### src/sfpe_pkg.sv
// Purpose: Shared constants for the flash program/erase sequencer.
// Assumes: System clock of 250 MHz; 24-bit flash addresses.
// Notes:   Register offsets are byte addresses on a 32-bit APB.
package sfpe_pkg;
  localparam int CLK_MHZ = 250;
  // Instruction codes
  localparam logic [7:0] OP_QPP = 8'h32;
  localparam logic [7:0] OP_SE = 8'h20;
  localparam logic [7:0] OP_BE32 = 8'h52;
  localparam logic [7:0] OP_BE64 = 8'hd8;
  localparam logic [7:0] OP_CE1 = 8'hc7;
  localparam logic [7:0] OP_CE2 = 8'h60;
  localparam logic [7:0] OP_SUSP = 8'h75;
  localparam logic [7:0] OP_RES = 8'h7a;
  localparam logic [7:0] OP_WREN = 8'h06;
  localparam logic [7:0] OP_WRDI = 8'h04;
  localparam logic [7:0] OP_RDSR = 8'h05;
  // Frame lengths in serial clock rising edges
  localparam logic [11:0] RISE_OP = 12'h008;
  localparam logic [11:0] RISE_ADDR = 12'h020;
  localparam logic [11:0] RISE_QADDR_END = 12'h00e;
  localparam logic [11:0] RISE_QMIN = 12'h010;
  localparam logic [11:0] RISE_MAX = 12'hfff;
  // Region sizes as log2 of bytes
  localparam logic [4:0] LOG_PAGE = 5'h08;
  localparam logic [4:0] LOG_SECT = 5'h0c;
  localparam logic [4:0] LOG_BLK32 = 5'h0f;
  localparam logic [4:0] LOG_BLK64 = 5'h10;
  localparam logic [4:0] LOG_SEC_MAX = 5'h0f;
  localparam logic [2:0] BP_ALL = 3'h7;
  localparam logic [2:0] BP_CAP = 3'h6;
  // APB map
  localparam logic [7:0] ADDR_CTRL = 8'h00;
  localparam logic [7:0] ADDR_STAT = 8'h04;
  // Control register fields
  localparam int CTRL_QE = 0;
  localparam int CTRL_TB = 1;
  localparam int CTRL_BP_LO = 2;
  localparam int CTRL_SEC = 5;
  localparam logic [5:0] CTRL_RST = 6'h00;
  // Serial status byte fields
  localparam int SR_BUSY = 0;
  localparam int SR_WEL = 1;
  localparam int SR_BP_LO = 2;
  localparam int SR_TB = 5;
  localparam int SR_SEC = 6;
endpackage

### src/sfpe_ctrl.sv
// Summary of operation
// - Quad program: 32h, address, data on lanes
// - Quad program needs quad lane enable set
// - Program at most 256 bytes per page
// - Program and erases need write latch set
// - 20h erases addressed 4 KB sector
// - 52h erases addressed 32 KB block
// - D8h erases addressed 64 KB block
// - C7h or 60h erases whole array
// - Select rise off byte boundary discards command
// - Valid command starts timed cycle, busy high
// - Status read serviced while erase runs
// - Cycle completion clears write latch flag
// - Protected sector or block erase skipped
// - Chip erase refused if anything protected
// - Suspend only during sector/block erase
// - Suspended: other regions may be programmed
// - Suspended: no status write, no erase
// - Suspend halts erase, then busy clears
// - Resume sets busy, finishes erase
// - Resume ignored unless suspended
// - Page overflow wraps within same page
//
// Purpose: Serial command decode and self-timed program/erase sequencing.
// Assumes: Serial pins are asynchronous and oversampled by clk_sys.
// Notes:   Opcode is serial on lane 0; quad program address and data
//          are four bits per edge. Array access is a write/erase port.
`timescale 1ns/100ps
module sfpe_ctrl #(
  parameter int ADDR_W = 21,
  parameter int PROG_TIME_US = 1000,
  parameter int SECT_TIME_US = 100000,
  parameter int HALF_BLOCK_ERASE_TIME_US = 500000,
  parameter int FULL_BLOCK_ERASE_TIME_US = 1000000,
  parameter int WHOLE_ARRAY_ERASE_TIME_US = 5000000,
  parameter int SUSP_TIME_US = 20
) (
  input wire logic clk_sys,
  input wire logic rst,
  input wire logic psel,
  input wire logic penable,
  input wire logic pwrite,
  input wire logic [7:0] paddr,
  input wire logic [31:0] pwdata,
  output logic [31:0] prdata,
  output logic pready,
  output logic pslverr,
  input wire logic spi_cs_n,
  input wire logic spi_clk,
  input wire logic data_lane0_i,
  output logic data_lane0_o,
  output logic data_lane0_oe,
  input wire logic data_lane1_i,
  output logic data_lane1_o,
  output logic data_lane1_oe,
  input wire logic data_lane2_i,
  output logic data_lane2_o,
  output logic data_lane2_oe,
  input wire logic data_lane3_i,
  output logic data_lane3_o,
  output logic data_lane3_oe,
  output logic arr_wr_en,
  output logic [23:0] arr_wr_addr,
  output logic [7:0] arr_wr_data,
  output logic arr_erase_en,
  output logic [23:0] arr_erase_base,
  output logic [4:0] arr_erase_log2
);
  localparam logic [31:0] PROG_CYC = 32'(PROG_TIME_US * sfpe_pkg::CLK_MHZ);
  localparam logic [31:0] SECT_CYC = 32'(SECT_TIME_US * sfpe_pkg::CLK_MHZ);
  localparam logic [31:0] HALF_CYC =
    32'(HALF_BLOCK_ERASE_TIME_US * sfpe_pkg::CLK_MHZ);
  localparam logic [31:0] FULL_CYC =
    32'(FULL_BLOCK_ERASE_TIME_US * sfpe_pkg::CLK_MHZ);
  localparam logic [31:0] CHIP_CYC =
    32'(WHOLE_ARRAY_ERASE_TIME_US * sfpe_pkg::CLK_MHZ);
  localparam logic [31:0] SUSP_CYC = 32'(SUSP_TIME_US * sfpe_pkg::CLK_MHZ);
  localparam logic [24:0] MEM_BYTES = 25'(1) << ADDR_W;

  typedef enum logic [2:0] {
    SFPE_IDLE, SFPE_PROG, SFPE_ERASE, SFPE_CHIP, SFPE_HALT
  } sfpe_state_t;

  // True when region [base, base+2^lg) touches the protected range
  function automatic logic sfpe_prot_hit(input logic [23:0] base,
      input logic [4:0] lg, input logic tb, input logic [2:0] bp,
      input logic sec);
    logic [24:0] psz;
    logic [24:0] lo;
    logic [24:0] hi;
    logic [4:0] sh;
    psz = '0;
    lo = {1'b0, base};
    hi = lo + (25'(1) << lg) - 25'(1);
    sh = '0;
    if (bp == sfpe_pkg::BP_ALL || (!sec && bp >= sfpe_pkg::BP_CAP)) begin
      psz = MEM_BYTES;
    end else if (bp != 3'h0) begin
      if (sec) begin
        sh = sfpe_pkg::LOG_SECT + 5'(bp) - 5'h01;
        if (sh > sfpe_pkg::LOG_SEC_MAX) begin
          sh = sfpe_pkg::LOG_SEC_MAX;
        end
      end else begin
        sh = sfpe_pkg::LOG_BLK64 + 5'(bp) - 5'h01;
      end
      psz = 25'(1) << sh;
      if (psz > MEM_BYTES) begin
        psz = MEM_BYTES;
      end
    end
    if (psz == '0) begin
      sfpe_prot_hit = 1'b0;
    end else if (tb) begin
      sfpe_prot_hit = lo < psz;
    end else begin
      sfpe_prot_hit = hi >= (MEM_BYTES - psz);
    end
  endfunction

  // Pin synchronisers: stage 1 is read only by stage 2
  logic [5:0] pin_s1_q;
  logic [5:0] pin_s2_q;
  logic [1:0] pin_s3_q;
  always_ff @(posedge clk_sys) begin
    pin_s1_q <= {spi_cs_n, spi_clk, data_lane3_i, data_lane2_i,
                 data_lane1_i, data_lane0_i};
    pin_s2_q <= pin_s1_q;
    pin_s3_q <= pin_s2_q[5:4];
  end
  wire cs_act = ~pin_s2_q[5];
  wire cs_fall = ~pin_s2_q[5] & pin_s3_q[1];
  wire cs_rise = pin_s2_q[5] & ~pin_s3_q[1];
  wire sck_rise = cs_act & pin_s2_q[4] & ~pin_s3_q[0];
  wire sck_fall = cs_act & ~pin_s2_q[4] & pin_s3_q[0];
  wire [3:0] nib = pin_s2_q[3:0];

  // Control and engine state
  logic [5:0] ctrl_q;
  logic wel_q;
  logic susp_q;
  sfpe_state_t st_q;
  logic [31:0] cnt_q;
  logic [31:0] left_q;
  logic [23:0] ebase_q;
  logic [4:0] elog_q;
  logic [23:0] pbase_q;
  logic [8:0] drain_q;

  wire qe = ctrl_q[sfpe_pkg::CTRL_QE];
  wire tb = ctrl_q[sfpe_pkg::CTRL_TB];
  wire [2:0] bp = ctrl_q[sfpe_pkg::CTRL_BP_LO +: 3];
  wire sec = ctrl_q[sfpe_pkg::CTRL_SEC];
  wire busy = st_q != SFPE_IDLE;
  wire [7:0] sr_byte = {1'b0, sec, tb, bp, wel_q, busy};

  // Frame receiver
  logic [7:0] op_q;
  logic [23:0] addr_q;
  logic [11:0] nrise_q;
  logic nib_ph_q;
  logic [3:0] hi_nib_q;
  logic [7:0] bptr_q;
  logic [7:0] sr_sh_q;
  logic [255:0] bvld_q;
  logic [7:0] pbuf [256];

  wire in_op = nrise_q < sfpe_pkg::RISE_OP;
  wire is_qpp = op_q == sfpe_pkg::OP_QPP;
  wire is_rdsr = op_q == sfpe_pkg::OP_RDSR;
  wire q_addr = nrise_q < sfpe_pkg::RISE_QADDR_END;
  wire cap_ok = st_q != SFPE_PROG; // buffer busy while draining
  wire data_wr = sck_rise & !in_op & is_qpp & !q_addr & nib_ph_q & cap_ok;

  always_ff @(posedge clk_sys) begin
    if (rst) begin
      op_q <= '0;
      addr_q <= '0;
      nrise_q <= '0;
      nib_ph_q <= 1'b0;
      hi_nib_q <= '0;
      bptr_q <= '0;
      sr_sh_q <= '0;
    end else if (cs_fall) begin
      nrise_q <= '0;
      nib_ph_q <= 1'b0;
    end else if (sck_rise) begin
      if (nrise_q != sfpe_pkg::RISE_MAX) begin
        nrise_q <= nrise_q + 12'h001;
      end
      if (in_op) begin
        op_q <= {op_q[6:0], nib[0]};
        if (nrise_q == sfpe_pkg::RISE_OP - 12'h001) begin
          sr_sh_q <= sr_byte;
        end
      end else if (is_qpp) begin
        if (q_addr) begin
          addr_q <= {addr_q[19:0], nib};
          if (nrise_q == sfpe_pkg::RISE_QADDR_END - 12'h001) begin
            bptr_q <= {addr_q[3:0], nib};
          end
        end else begin
          nib_ph_q <= ~nib_ph_q;
          hi_nib_q <= nib;
          if (data_wr) begin
            bptr_q <= bptr_q + 8'h01;
          end
        end
      end else begin
        addr_q <= {addr_q[22:0], nib[0]};
      end
    end else if (sck_fall && !in_op && is_rdsr) begin
      sr_sh_q <= {sr_sh_q[6:0], sr_sh_q[7]};
    end
  end

  // Page buffer: bytes past the page end land over earlier ones
  always_ff @(posedge clk_sys) begin
    if (data_wr) begin
      pbuf[bptr_q] <= {hi_nib_q, nib};
    end
  end
  always_ff @(posedge clk_sys) begin
    if (rst) begin
      bvld_q <= '0;
    end else if (cs_fall && cap_ok) begin
      bvld_q <= '0;
    end else if (data_wr) begin
      bvld_q[bptr_q] <= 1'b1;
    end
  end

  // Status output on lane 1, changed after falling serial edges
  logic lane1_q;
  always_ff @(posedge clk_sys) begin
    if (rst || cs_rise) begin
      lane1_q <= 1'b0;
    end else if (sck_fall && !in_op && is_rdsr) begin
      lane1_q <= sr_sh_q[7];
    end
  end
  assign data_lane1_o = lane1_q;
  assign data_lane1_oe = cs_act & !in_op & is_rdsr;
  assign data_lane0_o = 1'b0;
  assign data_lane0_oe = 1'b0;
  assign data_lane2_o = 1'b0;
  assign data_lane2_oe = 1'b0;
  assign data_lane3_o = 1'b0;
  assign data_lane3_oe = 1'b0;

  // Commit decode at select release; only whole frames count
  wire is_se = op_q == sfpe_pkg::OP_SE;
  wire is_b32 = op_q == sfpe_pkg::OP_BE32;
  wire is_b64 = op_q == sfpe_pkg::OP_BE64;
  wire is_ce = op_q == sfpe_pkg::OP_CE1 || op_q == sfpe_pkg::OP_CE2;
  wire len_op = nrise_q == sfpe_pkg::RISE_OP;
  wire len_addr = nrise_q == sfpe_pkg::RISE_ADDR;
  wire len_q = nrise_q >= sfpe_pkg::RISE_QMIN && !nib_ph_q;
  wire idle = st_q == SFPE_IDLE;
  wire [4:0] rlog = is_se ? sfpe_pkg::LOG_SECT :
                    is_b32 ? sfpe_pkg::LOG_BLK32 : sfpe_pkg::LOG_BLK64;
  wire [23:0] rmask = ~((24'h000001 << rlog) - 24'h000001);
  wire [23:0] rbase = addr_q & rmask;
  wire [23:0] pmask = ~((24'h000001 << sfpe_pkg::LOG_PAGE) - 24'h000001);
  wire [23:0] pbase = addr_q & pmask;
  wire [23:0] emask = ~((24'h000001 << elog_q) - 24'h000001);
  wire in_susp_rgn = susp_q && ((pbase & emask) == ebase_q);
  wire go_prog = cs_rise & is_qpp & len_q & qe & wel_q & idle
    & !in_susp_rgn & !sfpe_prot_hit(pbase, sfpe_pkg::LOG_PAGE, tb, bp, sec);
  wire go_erase = cs_rise & (is_se | is_b32 | is_b64) & len_addr & wel_q
    & idle & !susp_q & !sfpe_prot_hit(rbase, rlog, tb, bp, sec);
  wire go_chip = cs_rise & is_ce & len_op & wel_q & idle & !susp_q
    & bp == 3'h0;
  wire go_susp = cs_rise & op_q == sfpe_pkg::OP_SUSP & len_op
    & st_q == SFPE_ERASE;
  wire go_res = cs_rise & op_q == sfpe_pkg::OP_RES & len_op & idle
    & susp_q;
  wire go_wren = cs_rise & op_q == sfpe_pkg::OP_WREN & len_op & idle;
  wire go_wrdi = cs_rise & op_q == sfpe_pkg::OP_WRDI & len_op & idle;
  wire [31:0] ecyc = is_se ? SECT_CYC : is_b32 ? HALF_CYC : FULL_CYC;
  wire cnt_done = cnt_q == 32'h0;
  wire drain_done = drain_q[8];
  wire fin = (cnt_done && (st_q == SFPE_ERASE || st_q == SFPE_CHIP)) ||
             (cnt_done && drain_done && st_q == SFPE_PROG);

  // Self-timed engine
  always_ff @(posedge clk_sys) begin
    if (rst) begin
      st_q <= SFPE_IDLE;
      cnt_q <= '0;
      left_q <= '0;
      susp_q <= 1'b0;
      ebase_q <= '0;
      elog_q <= '0;
      pbase_q <= '0;
      drain_q <= '0;
    end else begin
      case (st_q)
        SFPE_IDLE: begin
          if (go_prog) begin
            st_q <= SFPE_PROG;
            cnt_q <= PROG_CYC;
            pbase_q <= pbase;
            drain_q <= '0;
          end else if (go_erase) begin
            st_q <= SFPE_ERASE;
            cnt_q <= ecyc;
            ebase_q <= rbase;
            elog_q <= rlog;
          end else if (go_chip) begin
            st_q <= SFPE_CHIP;
            cnt_q <= CHIP_CYC;
            ebase_q <= '0;
            elog_q <= 5'(ADDR_W);
          end else if (go_res) begin
            st_q <= SFPE_ERASE;
            cnt_q <= left_q;
            susp_q <= 1'b0;
          end
        end
        SFPE_PROG: begin
          if (!drain_done) begin
            drain_q <= drain_q + 9'h001;
          end
          if (!cnt_done) begin
            cnt_q <= cnt_q - 32'h1;
          end else if (drain_done) begin
            st_q <= SFPE_IDLE;
          end
        end
        SFPE_ERASE: begin
          if (go_susp) begin
            st_q <= SFPE_HALT;
            left_q <= cnt_q;
            cnt_q <= SUSP_CYC;
          end else if (!cnt_done) begin
            cnt_q <= cnt_q - 32'h1;
          end else begin
            st_q <= SFPE_IDLE;
          end
        end
        SFPE_CHIP: begin
          if (!cnt_done) begin
            cnt_q <= cnt_q - 32'h1;
          end else begin
            st_q <= SFPE_IDLE;
          end
        end
        SFPE_HALT: begin
          if (!cnt_done) begin
            cnt_q <= cnt_q - 32'h1;
          end else begin
            st_q <= SFPE_IDLE;
            susp_q <= 1'b1;
          end
        end
        default: begin
          st_q <= SFPE_IDLE;
        end
      endcase
    end
  end

  // Write latch: completion clears it; a same-edge enable cannot occur
  // because enables are only taken while idle
  always_ff @(posedge clk_sys) begin
    if (rst) begin
      wel_q <= 1'b0;
    end else if (go_wren) begin
      wel_q <= 1'b1;
    end else if (fin || go_wrdi) begin
      wel_q <= 1'b0;
    end
  end

  // Array port: program writes stream out, erase lands at completion so
  // a suspended region keeps its old content until resumed
  wire [7:0] didx = drain_q[7:0];
  always_ff @(posedge clk_sys) begin
    if (rst) begin
      arr_wr_en <= 1'b0;
      arr_wr_addr <= '0;
      arr_wr_data <= '0;
      arr_erase_en <= 1'b0;
      arr_erase_base <= '0;
      arr_erase_log2 <= '0;
    end else begin
      arr_wr_en <= st_q == SFPE_PROG && !drain_done && bvld_q[didx];
      arr_wr_addr <= pbase_q | {16'h0000, didx};
      arr_wr_data <= pbuf[didx];
      arr_erase_en <= cnt_done &&
        (st_q == SFPE_ERASE || st_q == SFPE_CHIP) && !go_susp;
      arr_erase_base <= ebase_q;
      arr_erase_log2 <= elog_q;
    end
  end

  // APB slave, zero wait states
  wire acc = psel & penable;
  wire hit_ctrl = paddr == sfpe_pkg::ADDR_CTRL;
  wire hit_stat = paddr == sfpe_pkg::ADDR_STAT;
  wire [31:0] stat_word = {28'h0000000, susp_q, wel_q, busy, 1'b0};
  assign pready = 1'b1;
  assign pslverr = acc & !hit_ctrl & !hit_stat;
  always_ff @(posedge clk_sys) begin
    if (rst) begin
      ctrl_q <= sfpe_pkg::CTRL_RST;
    end else if (acc && pwrite && hit_ctrl && !susp_q) begin
      ctrl_q <= pwdata[5:0];
    end
  end
  assign prdata = !acc ? 32'h0 :
                  hit_ctrl ? {26'h0000000, ctrl_q} :
                  hit_stat ? stat_word : 32'h0;
endmodule // sfpe_ctrl

### config.mk
export PLATFORM = sky130hd
export DESIGN_NAME = sfpe_ctrl
export DESIGN_NICKNAME = d
export VERILOG_FILES = /design/src/sfpe_pkg.sv /design/src/sfpe_ctrl.sv
export SDC_FILE = /design/constraint.sdc
export NUM_CORES = 2
export LEC_CHECK = 0
export ABC_AREA = 0
export BUFFER_PORTS_ARGS = -buffer_cell sky130_fd_sc_hd__buf_2
export CORE_MARGIN = 2
export CORE_UTILIZATION = 60
export DETAILED_ROUTE_END_ITERATION = 10
export PLACE_DENSITY = 0.76
export RECOVER_POWER = 25
export SLEW_MARGIN = 25
export SYNTH_ARGS = -nofsm -noshare
export SYNTH_HDL_FRONTEND = slang
export SYNTH_SLANG_ARGS = --single-unit
### constraint.sdc
create_clock -name clk_sys -period 10.95 [get_ports clk_sys]
set_input_delay 3.285 -clock clk_sys [delete_from_list [all_inputs] [get_ports clk_sys]]
set_output_delay 3.285 -clock clk_sys [all_outputs]
set_load 0.01 [all_outputs]
==> summary.md <==
| Metric | Value |
|---|---|
| CP max stage delay | `6.12 ns` |
| WP depth | `1` |
| First-pass GRT wire length | `368000 um` |
| Synth warn | `0` |
| Core area | `172000 um2` |
| Area delta synth->final | `10.8%` |
| GRT overflow | `0` |
| Part of the cycle the worst path needs | `85.7%` |
| Post-Syn Area | `104000 um2` |
| Rel. slew slack | `-449%` |
| CP max stage cell | `clkdlybuf4s25_1` |
| Worst-Margin Slew | `8.23 ns` |
| RSZ-0062 raised after global routing | `false` |
| Max-cap violations | `16` |
| Final hold violation count | `0` |
| Post-CTS Repair Setup Buffers | `0` |
| Worst flop-to-flop path endpoint | `pbuf[142][1]` |
| DR WL/cell | `29.3 um` |
| Comb power frac | `0.8%` |
| Psw | `3.80 mW` |
| Cell taking the most area after synthesis | `edfxtp_1` |
| CTS Sinks | `2576` |
| Vias per cell | `6.64` |
| Minimum clock period | `9.39 ns` |
| Die height | `420 um` |
| Vias in the first global route | `55200` |
| Setup slack, reg-to-reg | `1.56 ns` |
| Clk_lat worst skew | `0.93 ns` |
| Crit path cell chain | `clkdlybuf4s25_1` |
| Via count | `56500` |
| GRT Util Overall | `28.5%` |
| Post-Synthesis Cells | `5861` |
| Cell Int Power | `15.7 mW` |
| I/O Pins | `156` |
| H-Tree Depth | `5` |
| DRT Pass-1 Iters | `7` |
| Post-route ant nets | `0` |
| Top-area cell type share of the netlist area | `59.2%` |
| GP Congestion | `0.913` |
| Fmax | `107 MHz` |
| Crit path launch | `pin_s2_q[1]` |
| Synthesized area per cell | `17.7 um2` |
| Initial DRC count | `7468` |
| # DRC | `0` |
| Clk buf depth | `4` |
| Sequential area share after synthesis | `69.4%` |
| DRT Wirelength | `249000 um` |
| Post-CTS Hold Buffers | `0` |
| Critical path destination | `pbuf[142][1]` |
| CP top delay family | `buffers and inverters` |
| Failing checks | `capacitance limit, slew limit` |
| CTS tree | `done` |
| Clk root buf | `clkbuf_16` |
| Row count | `152` |
| Cts repair resizes | `0` |
| Final setup TNS | `0 ns` |
| Switching share of total power | `19.5%` |
| Crit path max fanout | `207` |
| Die width | `420 um` |
| Buf+Inv Stages, Crit Path | `1` |
| Layout cells sized above 1 | `21.7%` |
| Reg clk slew, reported paths | `0.06 ns` |
| Hold Crit Class | `reg -> reg` |
| Skew final | `0.0592 ns` |
| Top FF cell, synth | `edfxtp_1` |
| Die ar. | `177000 um2` |
| Critical path required time | `10.44 ns` |
| Final net count | `6171` |
| Count of buffers from port buffering | `96` |
| CP Capture Type | `flip-flop` |
| Top post-synthesis cells by area | `edfxtp_1 59%, mux4_2 17%, dfxtp_1 10%` |
| Fraction of registers with async set/reset | `0%` |
| WP data arrival | `8.87 ns` |
| FILL cells | `10800` |
| Final setup viols | `0` |
| Reg2reg start | `pin_s2_q[1]` |
| IR drop worst, VDD | `0.000172 V` |
| CTS buffer count | `275` |
| Reg2Reg Depth | `1` |
| Largest net degree at the start of global routing | `208` |
| Status | `complete, but fails checks` |
| Sequential share of power | `53.9%` |
| Clock power share | `45.3%` |
| Crit path kind | `reg -> reg` |
| Netlist cell types | `89` |
| Initial Util | `60.5%` |
| Worst setup SP type | `flip-flop` |
| Slew Viols, Final | `1423` |
| DP HPWL | `147000 um` |
| Register bit total from synthesis | `2576` |
| EDFF count, synth | `2048` |
| LEAKAGE | `36.8 nW` |
| Antenna violations before repair | `5` |
| Pwr dens | `169 nW/um2` |
| Pwr Total | `19.5 mW` |
cells in the mapped netlist (43+ instances only):
master	number
clkbuf_1	248
nand3_1	51
dfxtp_1	528
a21oi_1	159
a211oi_1	43
inv_1	69
nand2_1	226
mux4_2	762
buf_1	69
ha_1	118
nor2_1	484
o21a_1	271
o21ai_0	98
mux2i_1	63
edfxtp_1	2048
nor2b_1	69
nor3_1	62
logic make-up after synthesis:
logic type	share of synthesized area, %
buffers and inverters	1.77
adders and majority gates	1.44
muxes	17.2
AOI/OAI and AO/OA	4.96
other	0.00723
xor gates and xnor gates	0.540
DFF	69.4
and+or+nand+nor	4.75
state kept, by name, indices dropped and copies added, names as in the netlist, 9 cells and up:
signal / count
bvld_q: 256
drain_q: 9
ebase_q: 24
nrise_q: 12
arr_wr_addr: 24
pbuf: 2048
left_q: 32
pbase_q: 16
cnt_q: 32
addr_q: 24
arr_erase_base: 24
layer usage:
metal,track usage (%),share of wire [%],vias to the layer above
met2,44.1,48,3184
met1,41.8,39,29200
li1,-,-,23600
met5,0,0,-
met4,9.02,3.1,0
met3,5.10,9.8,479
power by group through the flow:
stage	Clock (mW)	Sequential, mW	Combinational, mW
after floorplan	0	10.7	0.0889
after global placement	0	10.7	0.152
after detailed placement	0	10.7	0.158
after CTS	8.92	10.5	0.159
after global routing	9.26	10.5	0.179
final	8.83	10.5	0.164
worst min path at each step:
stage                     start     endpoint  depth (start not counted)
finish              pin_s1_q[3]  pin_s2_q[3]                          0
CTS                 pin_s1_q[3]  pin_s2_q[3]                          0
global route        pin_s1_q[2]  pin_s2_q[2]                          0
floorplan           pin_s1_q[0]  pin_s2_q[0]                          0
global placement    pin_s1_q[2]  pin_s2_q[2]                          0
detailed placement  pin_s1_q[3]  pin_s2_q[3]                          0
area by class of cell:
type | instances | area [um2] | share of cell area, %
Multi-Input combinational cell | 2893 | 30200 | 26.3
Inverter | 72 | 270 | 0.235
Clock buffer | 393 | 7720 | 6.70
Sequential cell | 2576 | 72100 | 62.6
Timing Repair Buffer | 183 | 1200 | 1.04
Clock inverter | 83 | 708 | 0.615
Tap cell | 2310 | 2890 | 2.51
Antenna cell | 1 | 2.50 | 0.00217
stage by stage:
stage / cells / worst slack, ns / instance area, um2 / hold slack (ns) / utilization (%)
3_5_place_dp: 8030 / 2.23 / 107000 / 0.312 / 62.1
3_3_place_gp: 8030 / 2.39 / 107000 / 0.310 / 62.1
2_1_floorplan: 5911 / 3.09 / 104000 / 0.310 / -
4_1_cts: 8506 / 2.21 / 115000 / 0.324 / 67.0
6_report: 8511 / 1.56 / 115000 / 0.326 / 67.0
5_1_grt: 8510 / 0.858 / 115000 / 0.333 / 67.0
layout by cell type, fill, tap and decap left out, types with 12 or more instances in the layout:
cell type     n
edfxtp_1   2048
mux4_2      762
dfxtp_1     522
nor2_1      476
clkbuf_16   285
o21a_1      271
nand2_1     226
a21oi_1     159
ha_1        118
o21ai_0      98
clkbuf_1     98
buf_2        95
inv_1        69
nor2b_1      69
buf_4        69
mux2i_1      63
nor3_1       62
conb_1       52
nand3_1      51
a211oi_1     43
xnor2_1      33
and2_1       33
clkinv_1     33
xor2_1       31
clkinv_2     30
nand4_1      28
a21o_1       26
nor4_1       26
or3_1        20
and3_1       20
nand2b_1     18
clkbuf_8     18
a31oi_1      13
o211ai_1     12
bufinv_16    12
Power figures use the tool's default switching activity.
